==> config.mk <==
export PLATFORM = sky130hd
export DESIGN_NAME = ppo_port
export DESIGN_NICKNAME = d
export VERILOG_FILES = /design/src/logic/ppo_sync.v /design/src/logic/ppo_pin_ctl.v /design/src/logic/ppo_port.v
export VERILOG_INCLUDE_DIRS = /design/src /design/src/logic
export SDC_FILE = /design/constraint.sdc
export NUM_CORES = 1
export LEC_CHECK = 0
export ABC_AREA = 1
export ABC_CLOCK_PERIOD_IN_PS = 1260
export BUFFER_PORTS_ARGS = -buffer_cell sky130_fd_sc_hd__buf_2
export CAP_MARGIN = 10
export CELL_PAD_IN_SITES_DETAIL_PLACEMENT = 2
export CELL_PAD_IN_SITES_GLOBAL_PLACEMENT = 2
export CORE_MARGIN = 5
export CORE_UTILIZATION = 21
export CTS_CLUSTER_SIZE = 8
export DETAILED_ROUTE_END_ITERATION = 6
export GPL_ROUTABILITY_DRIVEN = 0
export GPL_TIMING_DRIVEN = 1
export PLACE_DENSITY = 0.83
export SLEW_MARGIN = 20
export SYNTH_ARGS = -nofsm -noshare
export SYNTH_HDL_FRONTEND = slang
export SYNTH_SLANG_ARGS = --single-unit
==> constraint.sdc <==
create_clock -name hclk -period 1.26 [get_ports hclk]
set_clock_uncertainty 0.05 [all_clocks]
set_input_delay 0.189 -clock hclk [delete_from_list [all_inputs] [get_ports hclk]]
set_output_delay 0.189 -clock hclk [all_outputs]
set_load 0.1 [all_outputs]
==> src/logic/ppo_regs.vh <==
// Purpose: register map, field positions and timing counts of the port block
// Assumes: 32-bit AHB-Lite data, one register per aligned word
// Notes:   include by bare name
`ifndef PPO_REGS_VH
`define PPO_REGS_VH

// ----------------------------------------------------------------------------
// register byte offsets
// ----------------------------------------------------------------------------
`define PPO_OFS_OUTPUT      8'h00
`define PPO_OFS_DIRECTION   8'h04
`define PPO_OFS_PIN         8'h08
`define PPO_OFS_CTRL        8'h0c
`define PPO_OFS_IRQ_STATUS  8'h10
`define PPO_OFS_IRQ_CLEAR   8'h14
`define PPO_OFS_IRQ_ENABLE  8'h18
`define PPO_OFS_PC_MASK     8'h1c

// ----------------------------------------------------------------------------
// field positions
// ----------------------------------------------------------------------------
`define PPO_CTRL_PUD_BIT    0
`define PPO_CTRL_MODE_LO    1
`define PPO_CTRL_MODE_HI    2
`define PPO_IRQ_EXT0_BIT    0
`define PPO_IRQ_PCHG_BIT    1
`define PPO_EXT0_PIN        6

// ----------------------------------------------------------------------------
// external interrupt sense modes
// ----------------------------------------------------------------------------
`define PPO_MODE_LOW        2'h0
`define PPO_MODE_ANY        2'h1
`define PPO_MODE_FALL       2'h2
`define PPO_MODE_RISE       2'h3

// ----------------------------------------------------------------------------
// reset values and timing
// ----------------------------------------------------------------------------
`define PPO_RST_BYTE        8'h00
`define PPO_RST_CTRL        3'h0
`define PPO_RST_IRQ         2'h0
`define PPO_SYNC_STAGES     2

`endif

==> src/logic/ppo_sync.v <==
// Purpose: two-flop synchroniser for the eight pad inputs
// Assumes: input is asynchronous to hclk
// Notes:   first stage feeds only the second
`timescale 1ns/100ps

module ppo_sync
(
    // clock and reset
    input  wire       hclk,
    input  wire       hresetn,
    // async in, synced out
    input  wire [7:0] async_in,
    output reg  [7:0] sync_q
);

    reg [7:0] meta_q;

    always @(posedge hclk or negedge hresetn)
    begin
        if (!hresetn)
        begin
            meta_q <= 8'h00;
            sync_q <= 8'h00;
        end
        else
        begin
            meta_q <= async_in;
            sync_q <= meta_q;
        end
    end

endmodule // ppo_sync

==> src/logic/ppo_pin_ctl.v <==
// Purpose: per-pin override equations for pull-up, driver, value and input enable
// Assumes: override pairs come from the peripherals, one bit per pin
// Notes:   purely combinational
`timescale 1ns/100ps

module ppo_pin_ctl
(
    // port register bits
    input  wire [7:0] direction_bit,
    input  wire [7:0] output_bit,
    // shared controls
    input  wire       pullup_global_disable,
    input  wire       reset_active,
    input  wire [7:0] sleep_clamp,
    // peripheral overrides
    input  wire [7:0] pullup_override_en,
    input  wire [7:0] pullup_override_val,
    input  wire [7:0] dir_override_en,
    input  wire [7:0] dir_override_val,
    input  wire [7:0] value_override_en,
    input  wire [7:0] value_override_val,
    input  wire [7:0] input_en_override_en,
    input  wire [7:0] input_en_override_val,
    // pad side
    output wire [7:0] pad_out,
    output wire [7:0] pad_oe_n,
    output wire [7:0] pad_pullup_en,
    output wire [7:0] input_en
);

    wire [7:0] pud_vec = {8{pullup_global_disable}};
    wire [7:0] drive_on;
    wire [7:0] pull_normal;

    // pull-up only for {dir, out, pud} = 0b010
    assign pull_normal = ~direction_bit & output_bit & ~pud_vec;                // [RULE_06] [RULE_17]
    // reset forces pull-ups off whatever the overrides ask
    assign pad_pullup_en = reset_active ? 8'h00 :                               // [RULE_04]
        ((pullup_override_en & pullup_override_val) | // [RULE_06]
         (~pullup_override_en & pull_normal));

    assign drive_on = (dir_override_en & dir_override_val) |
                      (~dir_override_en & direction_bit);                       // [RULE_07]
    // reset tri-states every pin
    assign pad_oe_n = reset_active ? 8'hff : ~drive_on;
    assign pad_out  = drive_on &
        ((value_override_en & value_override_val) | // [RULE_08]
         (~value_override_en & output_bit));

    assign input_en = (input_en_override_en & input_en_override_val) |
                      (~input_en_override_en & ~sleep_clamp);                   // [RULE_10]

endmodule // ppo_pin_ctl

==> src/logic/ppo_port.v <==
// Purpose: eight-pin general-purpose port with peripheral overrides and AHB-Lite registers
// Assumes: single clock hclk at 250 MHz, override pairs generated by the peripherals
// Notes:   alternate-function inputs are tapped ahead of the synchroniser
`timescale 1ns/100ps
`include "ppo_regs.vh"

// Overview of operation
// RULE_01: deep sleep clamps each digital input low ahead of the schmitt-trigger.
// RULE_02: pins with their external interrupt enabled escape the sleep clamp.
// RULE_03: disabled edge interrupt pin held high flags itself when clamp lifts; code flags on resume in any-change and rising modes only.
// RULE_04: pull-ups are forced off while reset is asserted.
// RULE_05: software should give unused pins a level, e.g. by pull-up.
// RULE_06: pull-up follows override value, else on only for dir/out/pud 010.
// RULE_07: driver follows direction override value when enabled, else direction bit.
// RULE_08: driven level is value override when enabled, else output bit.
// RULE_09: toggle override enable inverts the pin's output bit.
// RULE_10: input enable follows its override when enabled, else sleep state.
// RULE_11: alternate functions see the input after schmitt, before synchroniser.
// RULE_12: all override signals come from peripherals, not from this block.
// RULE_13: strobes shared per port; clock, clamp and pud shared by ports.
// RULE_14: bit 6 serves analog, timer zero count, ext irq zero, pin change 14.
// RULE_15: bit 2 serves serial clocks, two-wire clock, compare B, pin change 10.
// RULE_16: bit 7 serves reset, single wire debug, analog, pin change 15.
// RULE_17: global pull-up disable turns off every pull-up; code keeps a pull-up on when its override enable and value are both set.
// RULE_18: pin transitions reach the readable input bit through a synchroniser.
module ppo_port
(
    // clock and reset
    input  wire        hclk,
    input  wire        hresetn,
    // ahb-lite slave
    input  wire        hsel,
    input  wire [31:0] haddr,
    input  wire [1:0]  htrans,
    input  wire        hwrite,
    input  wire [2:0]  hsize,
    input  wire [31:0] hwdata,
    input  wire        hready,
    output wire        hreadyout,
    output wire        hresp,
    output reg  [31:0] hrdata,
    // pads
    input  wire [7:0]  pad_in,
    output wire [7:0]  pad_out,
    output wire [7:0]  pad_oe_n,
    output wire [7:0]  pad_pullup_en,
    // sleep controller, shared by all ports
    input  wire        sleep_deep,
    // peripheral overrides, one bit per pin
    input  wire [7:0]  pullup_override_en,
    input  wire [7:0]  pullup_override_val,
    input  wire [7:0]  dir_override_en,
    input  wire [7:0]  dir_override_val,
    input  wire [7:0]  value_override_en,
    input  wire [7:0]  value_override_val,
    input  wire [7:0]  toggle_override_en,
    input  wire [7:0]  input_en_override_en,
    input  wire [7:0]  input_en_override_val,
    // alternate-function inputs
    output wire [7:0]  alt_digital_input,
    output wire        timer_zero_count_input,
    output wire        ext_irq_zero_input,
    output wire        pin_change_src_ten,
    output wire        pin_change_src_fourteen,
    output wire        pin_change_src_fifteen,
    output wire        univ_serial_clock,
    output wire        serial_clock_in,
    output wire        two_wire_clock_in,
    output wire        ext_reset_input,
    output wire        single_wire_debug_line,
    // interrupt
    output wire        irq
);

    // ------------------------------------------------------------------------
    // functions
    // ------------------------------------------------------------------------
    function [31:0] zext8;
        input [7:0] v;
        begin
            zext8 = {24'h000000, v};
        end
    endfunction

    function hit;
        input [7:0] a;
        input [7:0] ofs;
        begin
            hit = (a == ofs);
        end
    endfunction

    // ------------------------------------------------------------------------
    // declarations
    // ------------------------------------------------------------------------
    reg  [7:0]  output_bit_q;
    reg  [7:0]  output_bit_d;
    reg  [7:0]  direction_bit_q;
    reg  [7:0]  pc_mask_q;
    reg  [2:0]  ctrl_q;
    reg  [1:0]  irq_status_q;
    reg  [1:0]  irq_status_d;
    reg  [1:0]  irq_enable_q;
    reg         wr_q;
    reg  [7:0]  addr_q;
    reg  [7:0]  pin_prev_q;
    reg  [31:0] rd_mux;
    reg         ext0_hit;

    wire        addr_phase;
    wire [7:0]  pin_input_bit;
    wire [7:0]  input_en;
    wire [7:0]  clamped_in;
    wire [7:0]  sleep_clamp;
    wire [7:0]  pin_changed;
    wire        pullup_global_disable;
    wire [1:0]  ext0_mode;
    wire        ext0_req_en;
    wire        wr_output;
    wire        wr_direction;
    wire        wr_pin;
    wire        wr_ctrl;
    wire        wr_clear;
    wire        wr_enable;
    wire        wr_pc_mask;
    wire [1:0]  irq_set;

    // ------------------------------------------------------------------------
    // bus slave
    // ------------------------------------------------------------------------
    // never stalls and never errors, so read data is fetched in the address phase
    assign hreadyout  = 1'b1;
    assign hresp      = 1'b0;
    assign addr_phase = hsel & hready & htrans[1];

    always @(posedge hclk or negedge hresetn)
    begin
        if (!hresetn)
        begin
            wr_q   <= 1'b0;
            addr_q <= 8'h00;
            hrdata <= 32'h00000000;
        end
        else
        begin
            wr_q <= addr_phase & hwrite;
            if (addr_phase)
            begin
                addr_q <= haddr[7:0];
            end
            if (addr_phase & ~hwrite)
            begin
                hrdata <= rd_mux;
            end
        end
    end

    // one strobe set serves all eight pins of the port
    assign wr_output    = wr_q & hit(addr_q, `PPO_OFS_OUTPUT);                  // [RULE_13]
    assign wr_direction = wr_q & hit(addr_q, `PPO_OFS_DIRECTION);
    assign wr_pin       = wr_q & hit(addr_q, `PPO_OFS_PIN);
    assign wr_ctrl      = wr_q & hit(addr_q, `PPO_OFS_CTRL);
    assign wr_clear     = wr_q & hit(addr_q, `PPO_OFS_IRQ_CLEAR);
    assign wr_enable    = wr_q & hit(addr_q, `PPO_OFS_IRQ_ENABLE);
    assign wr_pc_mask   = wr_q & hit(addr_q, `PPO_OFS_PC_MASK);

    always @*
    begin
        rd_mux = 32'h00000000;
        case (haddr[7:0])
            `PPO_OFS_OUTPUT:     rd_mux = zext8(output_bit_q);
            `PPO_OFS_DIRECTION:  rd_mux = zext8(direction_bit_q);
            `PPO_OFS_PIN:        rd_mux = zext8(pin_input_bit);
            `PPO_OFS_CTRL:       rd_mux = zext8({5'h00, ctrl_q});
            `PPO_OFS_IRQ_STATUS: rd_mux = zext8({6'h00, irq_status_q});
            `PPO_OFS_IRQ_ENABLE: rd_mux = zext8({6'h00, irq_enable_q});
            `PPO_OFS_PC_MASK:    rd_mux = zext8(pc_mask_q);
            default:             rd_mux = 32'h00000000;
        endcase
    end

    // ------------------------------------------------------------------------
    // port registers
    // ------------------------------------------------------------------------
    always @*
    begin
        output_bit_d = output_bit_q;
        if (wr_output)
        begin
            output_bit_d = hwdata[7:0];
        end
        // software toggle via pin register and peripheral toggle combine
        output_bit_d = output_bit_d ^ toggle_override_en;                       // [RULE_09]
        if (wr_pin)
        begin
            output_bit_d = output_bit_d ^ hwdata[7:0];
        end
    end

    always @(posedge hclk or negedge hresetn)
    begin
        if (!hresetn)
        begin
            output_bit_q    <= `PPO_RST_BYTE;
            direction_bit_q <= `PPO_RST_BYTE;
            pc_mask_q       <= `PPO_RST_BYTE;
            ctrl_q          <= `PPO_RST_CTRL;
            irq_enable_q    <= `PPO_RST_IRQ;
        end
        else
        begin
            output_bit_q <= output_bit_d;
            if (wr_direction)
            begin
                direction_bit_q <= hwdata[7:0];
            end
            if (wr_ctrl)
            begin
                ctrl_q <= hwdata[2:0];
            end
            if (wr_enable)
            begin
                irq_enable_q <= hwdata[1:0];
            end
            if (wr_pc_mask)
            begin
                pc_mask_q <= hwdata[7:0];
            end
        end
    end

    assign pullup_global_disable = ctrl_q[`PPO_CTRL_PUD_BIT];                   // [RULE_17]
    assign ext0_mode             = ctrl_q[`PPO_CTRL_MODE_HI:`PPO_CTRL_MODE_LO];
    assign ext0_req_en           = irq_enable_q[`PPO_IRQ_EXT0_BIT];

    // ------------------------------------------------------------------------
    // pin control
    // ------------------------------------------------------------------------
    // sleep is shared by all pins; only an enabled ext irq pin is exempt
    assign sleep_clamp = {8{sleep_deep}} &                                      // [RULE_01]
        ~({7'h00, ext0_req_en} << `PPO_EXT0_PIN);                               // [RULE_02]

    // overrides arrive from the peripherals and are only applied here
    ppo_pin_ctl u_pin_ctl                                                       // [RULE_12]
    (
        .direction_bit         (direction_bit_q),
        .output_bit            (output_bit_q),
        .pullup_global_disable (pullup_global_disable),
        .reset_active          (~hresetn),
        .sleep_clamp           (sleep_clamp),
        .pullup_override_en    (pullup_override_en),
        .pullup_override_val   (pullup_override_val),
        .dir_override_en       (dir_override_en),
        .dir_override_val      (dir_override_val),
        .value_override_en     (value_override_en),
        .value_override_val    (value_override_val),
        .input_en_override_en  (input_en_override_en),
        .input_en_override_val (input_en_override_val),
        .pad_out               (pad_out),
        .pad_oe_n              (pad_oe_n),
        .pad_pullup_en         (pad_pullup_en),
        .input_en              (input_en)
    );

    // clamp to ground ahead of the schmitt-trigger
    assign clamped_in = pad_in & input_en;                                      // [RULE_01]

    // ------------------------------------------------------------------------
    // input path
    // ------------------------------------------------------------------------
    // flops stand in for latch plus flop, adding up to half a cycle of delay
    ppo_sync u_sync                                                             // [RULE_18]
    (
        .hclk     (hclk),
        .hresetn  (hresetn),
        .async_in (clamped_in),
        .sync_q   (pin_input_bit)
    );

    // unsynchronised tap; receivers synchronise unless used as a clock
    assign alt_digital_input       = clamped_in;                                // [RULE_11]
    assign timer_zero_count_input  = clamped_in[6];                             // [RULE_14]
    assign ext_irq_zero_input      = clamped_in[`PPO_EXT0_PIN];                 // [RULE_14]
    assign pin_change_src_fourteen = clamped_in[6];                             // [RULE_14]
    assign serial_clock_in         = clamped_in[2];                             // [RULE_15]
    assign univ_serial_clock       = clamped_in[2];                             // [RULE_15]
    assign two_wire_clock_in       = clamped_in[2];                             // [RULE_15]
    assign pin_change_src_ten      = clamped_in[2];                             // [RULE_15]
    assign ext_reset_input         = clamped_in[7];                             // [RULE_16]
    assign single_wire_debug_line  = clamped_in[7];                             // [RULE_16]
    assign pin_change_src_fifteen  = clamped_in[7];                             // [RULE_16]

    // ------------------------------------------------------------------------
    // interrupts
    // ------------------------------------------------------------------------
    assign pin_changed = (pin_input_bit ^ pin_prev_q) & pc_mask_q;

    // flag sets regardless of enable, so lifting the clamp on a high pin
    // shows as a rising edge on resume
    always @*
    begin
        ext0_hit = 1'b0;
        case (ext0_mode)                                                        // [RULE_03]
            `PPO_MODE_LOW:  ext0_hit = ~pin_input_bit[`PPO_EXT0_PIN];
            `PPO_MODE_ANY:  ext0_hit = pin_input_bit[`PPO_EXT0_PIN] ^
                                       pin_prev_q[`PPO_EXT0_PIN];
            `PPO_MODE_FALL: ext0_hit = ~pin_input_bit[`PPO_EXT0_PIN] &
                                       pin_prev_q[`PPO_EXT0_PIN];
            `PPO_MODE_RISE: ext0_hit = pin_input_bit[`PPO_EXT0_PIN] &
                                       ~pin_prev_q[`PPO_EXT0_PIN];
            default:        ext0_hit = 1'b0;
        endcase
    end

    assign irq_set = {|pin_changed, ext0_hit};

    always @*
    begin
        irq_status_d = irq_status_q;
        if (wr_clear)
        begin
            irq_status_d = irq_status_d & ~hwdata[1:0];
        end
        // a new event beats a clear in the same cycle
        irq_status_d = irq_status_d | irq_set;
    end

    always @(posedge hclk or negedge hresetn)
    begin
        if (!hresetn)
        begin
            irq_status_q <= `PPO_RST_IRQ;
            pin_prev_q   <= `PPO_RST_BYTE;
        end
        else
        begin
            irq_status_q <= irq_status_d;
            pin_prev_q   <= pin_input_bit;
        end
    end

    assign irq = |(irq_status_q & irq_enable_q);

endmodule // ppo_port

# ---- After elaboration in Yosys (flattened, before gate mapping)
# Index checks and enable logic that the tools add are counted.
dict set report totals {
  register_bits 96
  latch_bits 0
  ram_bits 0
  mem_bits_ro 0
  inputBits 155
  output_inout_bits 77
  elab_cells 90
  n_memories 0
}
dict set report op_classes {
  add_sub_neg 0
  n_mul 0
  n_div 0
  order_cmp 0
  n_eq_ne 15
  n_shift 0
  n_mux 7
  bitwise_logic 51
  n_reduce_logical 5
}
# operator n
set op_table {}
lappend op_table {{8-bit AND} 14}
lappend op_table {{8-bit NOT} 8}
lappend op_table {{8-bit one-hot mux with 7 select lines} 1}
lappend op_table {{8-bit by 5-bit == test with 1-bit output (second input constant)} 6}
lappend op_table {{8-bit by 4-bit == test with 1-bit output (second input constant)} 4}
lappend op_table {{8-bit two-way mux} 4}
lappend op_table {{8-bit OR} 4}
lappend op_table {{8-bit XOR} 3}
lappend op_table {{8-bit by 3-bit == test with 1-bit output (second input constant)} 2}
lappend op_table {{8-bit zero test} 2}
lappend op_table {{1-bit AND} 13}
lappend op_table {{7-bit NOT with 8-bit output} 1}
lappend op_table {{8-bit OR reduction} 1}
lappend op_table {{2-bit AND} 2}
lappend op_table {{2-bit == test (second input constant)} 2}
lappend op_table {{1-bit one-hot mux with 4 select lines} 1}
lappend op_table {{1-bit NOT} 3}
lappend op_table {{2-bit by 1-bit == test with 1-bit output (second input constant)} 1}
lappend op_table {{2-bit zero test} 1}
lappend op_table {{2-bit two-way mux} 1}
lappend op_table {{2-bit NOT} 1}
lappend op_table {{2-bit OR} 1}
lappend op_table {{2-bit OR reduction} 1}
lappend op_table {{1-bit XOR} 1}

# ---- Logic depth before layout (Yosys ltp)
dict set report depth {
  ltp_word 6
  ltp_mapped 10
  mapped_depth_nobuf 9
}

# ---- Cells and area by module
# From an unflattened synthesis, not the netlist that was laid out.
dict set report hier_totals {
  cells_unflattened 618
  area_unflattened_um2 4312.9
}
# mod n_inst cells_each area_per_inst_um2 seq_area_each_um2
set modules_own_cells {}
lappend modules_own_cells {ppo_port 1 462 3314.4 1401.3}
lappend modules_own_cells {ppo_pin_ctl 1 140 598.1 0.0}
lappend modules_own_cells {ppo_sync 1 16 400.4 400.4}

# ---- Worst setup path before layout
# No wires, ideal clock.
dict set report synth_path {
  path_type {in2out}
  from {input port sleep_deep}
  to {output port alt_digital_input[2]}
  arrival_time_ps 2550
  t_required_ps 1021
  setup_slack_ps -1529
  stages 4
  path_buffers 1
  cell_sequence {inv_1 > o21ai_0 > a21oi_1 > buf_4}
}
dict set report synth_via {
  elab_chain_cells 5
}
# item line_no
set synth_rtl {}
lappend synth_rtl {{from (decl)} ppo_port.v:48} ;# input wire sleep_deep,
lappend synth_rtl {{8-bit AND} ppo_port.v:240} ;# assign sleep_clamp = {8{sleep_deep}} &
lappend synth_rtl {{8-bit NOT} ppo_pin_ctl.v:51} ;# (~input_en_override_en & ~sleep_clamp);
lappend synth_rtl {{8-bit AND} ppo_pin_ctl.v:51}
lappend synth_rtl {{8-bit OR} ppo_pin_ctl.v:50} ;# assign input_en = (input_en_override_en & input_en_override_val) |
lappend synth_rtl {{8-bit AND} ppo_port.v:266} ;# assign clamped_in = pad_in & input_en;
lappend synth_rtl {{to (decl)} ppo_port.v:60} ;# output wire [7:0] alt_digital_input,
# Every way passes these cells.

# ---- Final worst setup path
dict set report layout_path {
  from {register ctrl_q[0]}
  to {output port pad_pullup_en[4]}
}
dict set report layout_via {
  elab_chain_cells 5
}
# item line_no
set layout_rtl {}
lappend layout_rtl {{from (decl)} ppo_port.v:100} ;# reg [2:0] ctrl_q;
lappend layout_rtl {{from (signal assigned)} ppo_port.v:207} ;# ctrl_q <= `PPO_RST_CTRL;
lappend layout_rtl {{from (signal assigned)} ppo_port.v:219} ;# ctrl_q <= hwdata[2:0];
lappend layout_rtl {{8-bit NOT} ppo_pin_ctl.v:36} ;# assign pull_normal = ~direction_bit & output_bit & ~pud_vec;
lappend layout_rtl {{8-bit AND} ppo_pin_ctl.v:36}
lappend layout_rtl {{8-bit AND} ppo_pin_ctl.v:40} ;# (~pullup_override_en & pull_normal));
lappend layout_rtl {{8-bit OR} ppo_pin_ctl.v:39} ;# ((pullup_override_en & pullup_override_val) |
lappend layout_rtl {{8-bit two-way mux} ppo_pin_ctl.v:38} ;# assign pad_pullup_en = reset_active ? 8'h00 :
lappend layout_rtl {{to (decl)} ppo_port.v:46} ;# output wire [7:0] pad_pullup_en,
# Every way passes these cells.

==> results.ini <==
[floorplanning]
die_h_um = 151
dieArea_um2 = 22900
io_pins = 232
die_width_um = 151
initial_core_util_pct = 21.4
core_area_um2 = 19500
fp-row-count = 51

[cts]
root_buffer = clkbuf_16
cts_tree = yes
path_clk_slew_ns = 0.07
cts_buffers = 9
clock_sinks = 72
clockBufferDepth = 2
cts_max_level = 3
clkLatencyLatePin_ns = 0.36

[power]
power_frac_seq_pct = 28.4
irDropWorstVdd_mv = 0.717
p_switching_w = 0.00419
pwr-share-clk_pct = 28.2
power.switching_fraction_pct = 42.5
powerDensity_nw_per_um2 = 1190
p_comb_share_pct = 43.3
power_w = 0.00987
p_int_w = 0.00568
p_leak_nw = 4.14

[finish]
drive_gt1_share_pct = 55.7
regArea_um2 = 1810
fillers = 2105
multi_input_area_um2 = 2790
fin_nets = 996
area_delta_synth_final_pct = 98.7
final_common_cell = nand2_1
final_cell_mix = nand2_1 (115), buf_2 (100), buf_4 (86)
n_antenna_cell = 0

[timing]
rsz0062_at_grt = yes
finalSetupViolCount = 68
max_slew_margin_pct = 58.2
fin_crit_ns = 1.72
min_period_over_period_pct = 136
max_freq_mhz = 583
whs_ns = 0.00783
hold_viol_final = 0
worstMarginPinSlew_ns = 0.621
slew_violations = 0
final.setup.worst_slack_ns = -0.457

[critical_path]
arrival_ns = 1.48
path_class = reg -> out
path_buf_inv = 2
slowest_stage = dfrtp_2
cp_slowest_stage_delay_ns = 0.47
path_delay_family = flip-flops
cp-end-kind = primary output
cp_cell_sequence = clkinv_8 -> nand3_4 -> a21oi_4 -> buf_12
cp_data_required_time_ns = 1.02
path_max_fanout = 8
start_kind = register

[place]
pre_cts_ws_ns = -0.616
io_buffers = 153
dp_hpwl_um = 16100

[synthesis]
synth-seq-area-share_pct = 43.0
syn_inst = 571
synth-seq-cells = 72
postSynthAreaPerCell_um2 = 7.33
syn_area_um2 = 4190
synth.distinct_cells = 29
ys_warn_count = 0

[routing]
via_per_inst = 4.76
drtAntennaViolNets = 0
drtIter0Drc = 228
route.detailed.drc = 0
num_vias = 5276
routedWlPerCell_um = 24.5
wl_met3_um = 1620
routed_wl_um = 27200
m1WireLength_um = 9640
dr.pass1.iters = 5
top_layer = met4
routed-wl-met2_um = 14400

[status]
status = finished with violations
violations = negative setup slack

[global_routing]
grt_usage_pct = 21.9
antenna_found_initial = 0
grt_pass1_wl_um = 37300
grt_overflow_total = 0
grt_max_degree = 42
grt_pass1_vias = 6189

[job]
maxCapViolations = 0

[min_path]
hp-class = in -> reg

==> metal layers <==
layer | up-vias | global-route usage, %
met4 | 0 | 10.4
li1 | 2302 | -
met3 | 85 | 4.67
met5 | - | 0
met1 | 2644 | 23.6
met2 | 245 | 40.5
==> cell type report <==
class                   count  share of cell area [%]
flip-flops and latches     72                    21.8
clock buffers               9                    2.71
inverters                  74                    3.97
repair buffers            278                    33.0
well taps                 265                    3.99
multi-input cells         404                    33.6
clock inverters             7                   0.933
==> final timing paths <==
check	from	endpoint	slack (ns)	depth (start not counted)
max	ctrl_q[0]	pad_pullup_en[4]	-0.46	4
min	hwrite	wr_q	0.008	3
max reg2reg	addr_q[6]	ctrl_q[1]	-0.43	9
min reg2reg	u_sync.meta_q[6]	u_sync.sync_q[6]	0.29	0
max in group asynchronous	hresetn	output_bit_q[1]	0.20	3
min in group asynchronous	hresetn	direction_bit_q[4]	0.12	3
==> kinds of logic (layout without fill, tap and decap cells) <==
kind of cell,after synthesis,count (layout),share of synthesized area (%)
compound gates,88,88,10.7
xor+xnor,1,1,0.209
fa+ha+maj,2,2,0.598
buf+inv,119,368,14.3
flops,72,72,43.0
mux,8,8,2.15
other cells,2,26,0.179
simple gates,279,279,28.8
==> power groups by stage <==
stage	Sequential [W]	Combinational (W)	Clock, W
floorplan	0.00276	0.00205	0
global placement	0.00277	0.00319	0
detailed placement	0.00280	0.00330	0
CTS	0.00277	0.00384	0.00273
global route	0.00282	0.00444	0.00293
finish	0.00281	0.00428	0.00279
==> registers in the layout (all words and copies together), names as in the netlist, 3 cells and up <==
register and cells:
direction_bit_q 8, ctrl_q 3, pc_mask_q 8, pin_prev_q 8
u_sync.meta_q 8, output_bit_q 8, hrdata 8, u_sync.sync_q 8
addr_q 8
==> synthesized netlist by cell type <==
library cell	n	area share, %
nand3b_1	7	1.3
clkbuf_1	3	0.27
nor3_1	3	0.36
a21oi_1	16	1.9
buf_2	4	0.48
nand2_4	1	0.27
nor2_1	25	2.2
or2_2	3	0.45
nor3_2	1	0.24
nand2_1	174	16
nand2_2	1	0.15
nand4_1	3	0.45
nor2_4	1	0.27
conb_1	2	0.18
o21a_1	1	0.18
buf_4	37	6.6
dfrtp_1	72	43
nor2_2	1	0.15
nand3_1	57	6.8
ha_1	2	0.60
o22ai_1	2	0.30
xor2_1	1	0.21
a22o_1	1	0.21
clkinv_1	2	0.18
inv_1	72	6.5
buf_6	1	0.27
nand3b_2	2	0.54
o21ai_0	68	8.1
mux2_2	8	2.2
==> worst reg2reg max path: cells and delay by family, from the launching register on <==
family	cells	cell delay (ns)
buffers and inverters	4	0.52
AND/OR/NAND/NOR	4	0.45
flip-flops	1	0.41
AO/OA/AOI/OAI	1	0.12
==> through the flow <==
| stage | cell area [um^2] | std cells | setup TNS, ns | util (%) |
|---|---|---|---|---|
| CTS | 7870 | 1092 | -15.82 | 40.3 |
| global placement | 6800 | 1044 | -9.53 | 34.8 |
| detailed placement | 6800 | 1044 | -14.15 | 34.8 |
| finish | 8310 | 1109 | -19.83 | 42.6 |
| global route | 8310 | 1109 | -22.87 | 42.6 |
| floorplan | 4710 | 595 | -7.47 | - |
==> what timing repair did <==
| item | in CTS | in global routing |
|---|---|---|
| resized for setup | 184 | 76 |
| setup buffers | 29 | 18 |
| cloned | 3 | 0 |
| setup endpoints to repair | 84 | 80 |
| pin swaps | 39 | 26 |
| hold buffers | 5 | 0 |
| endpoints found under the hold margin | 24 | 0 |
Power figures use the tool's default switching activity.
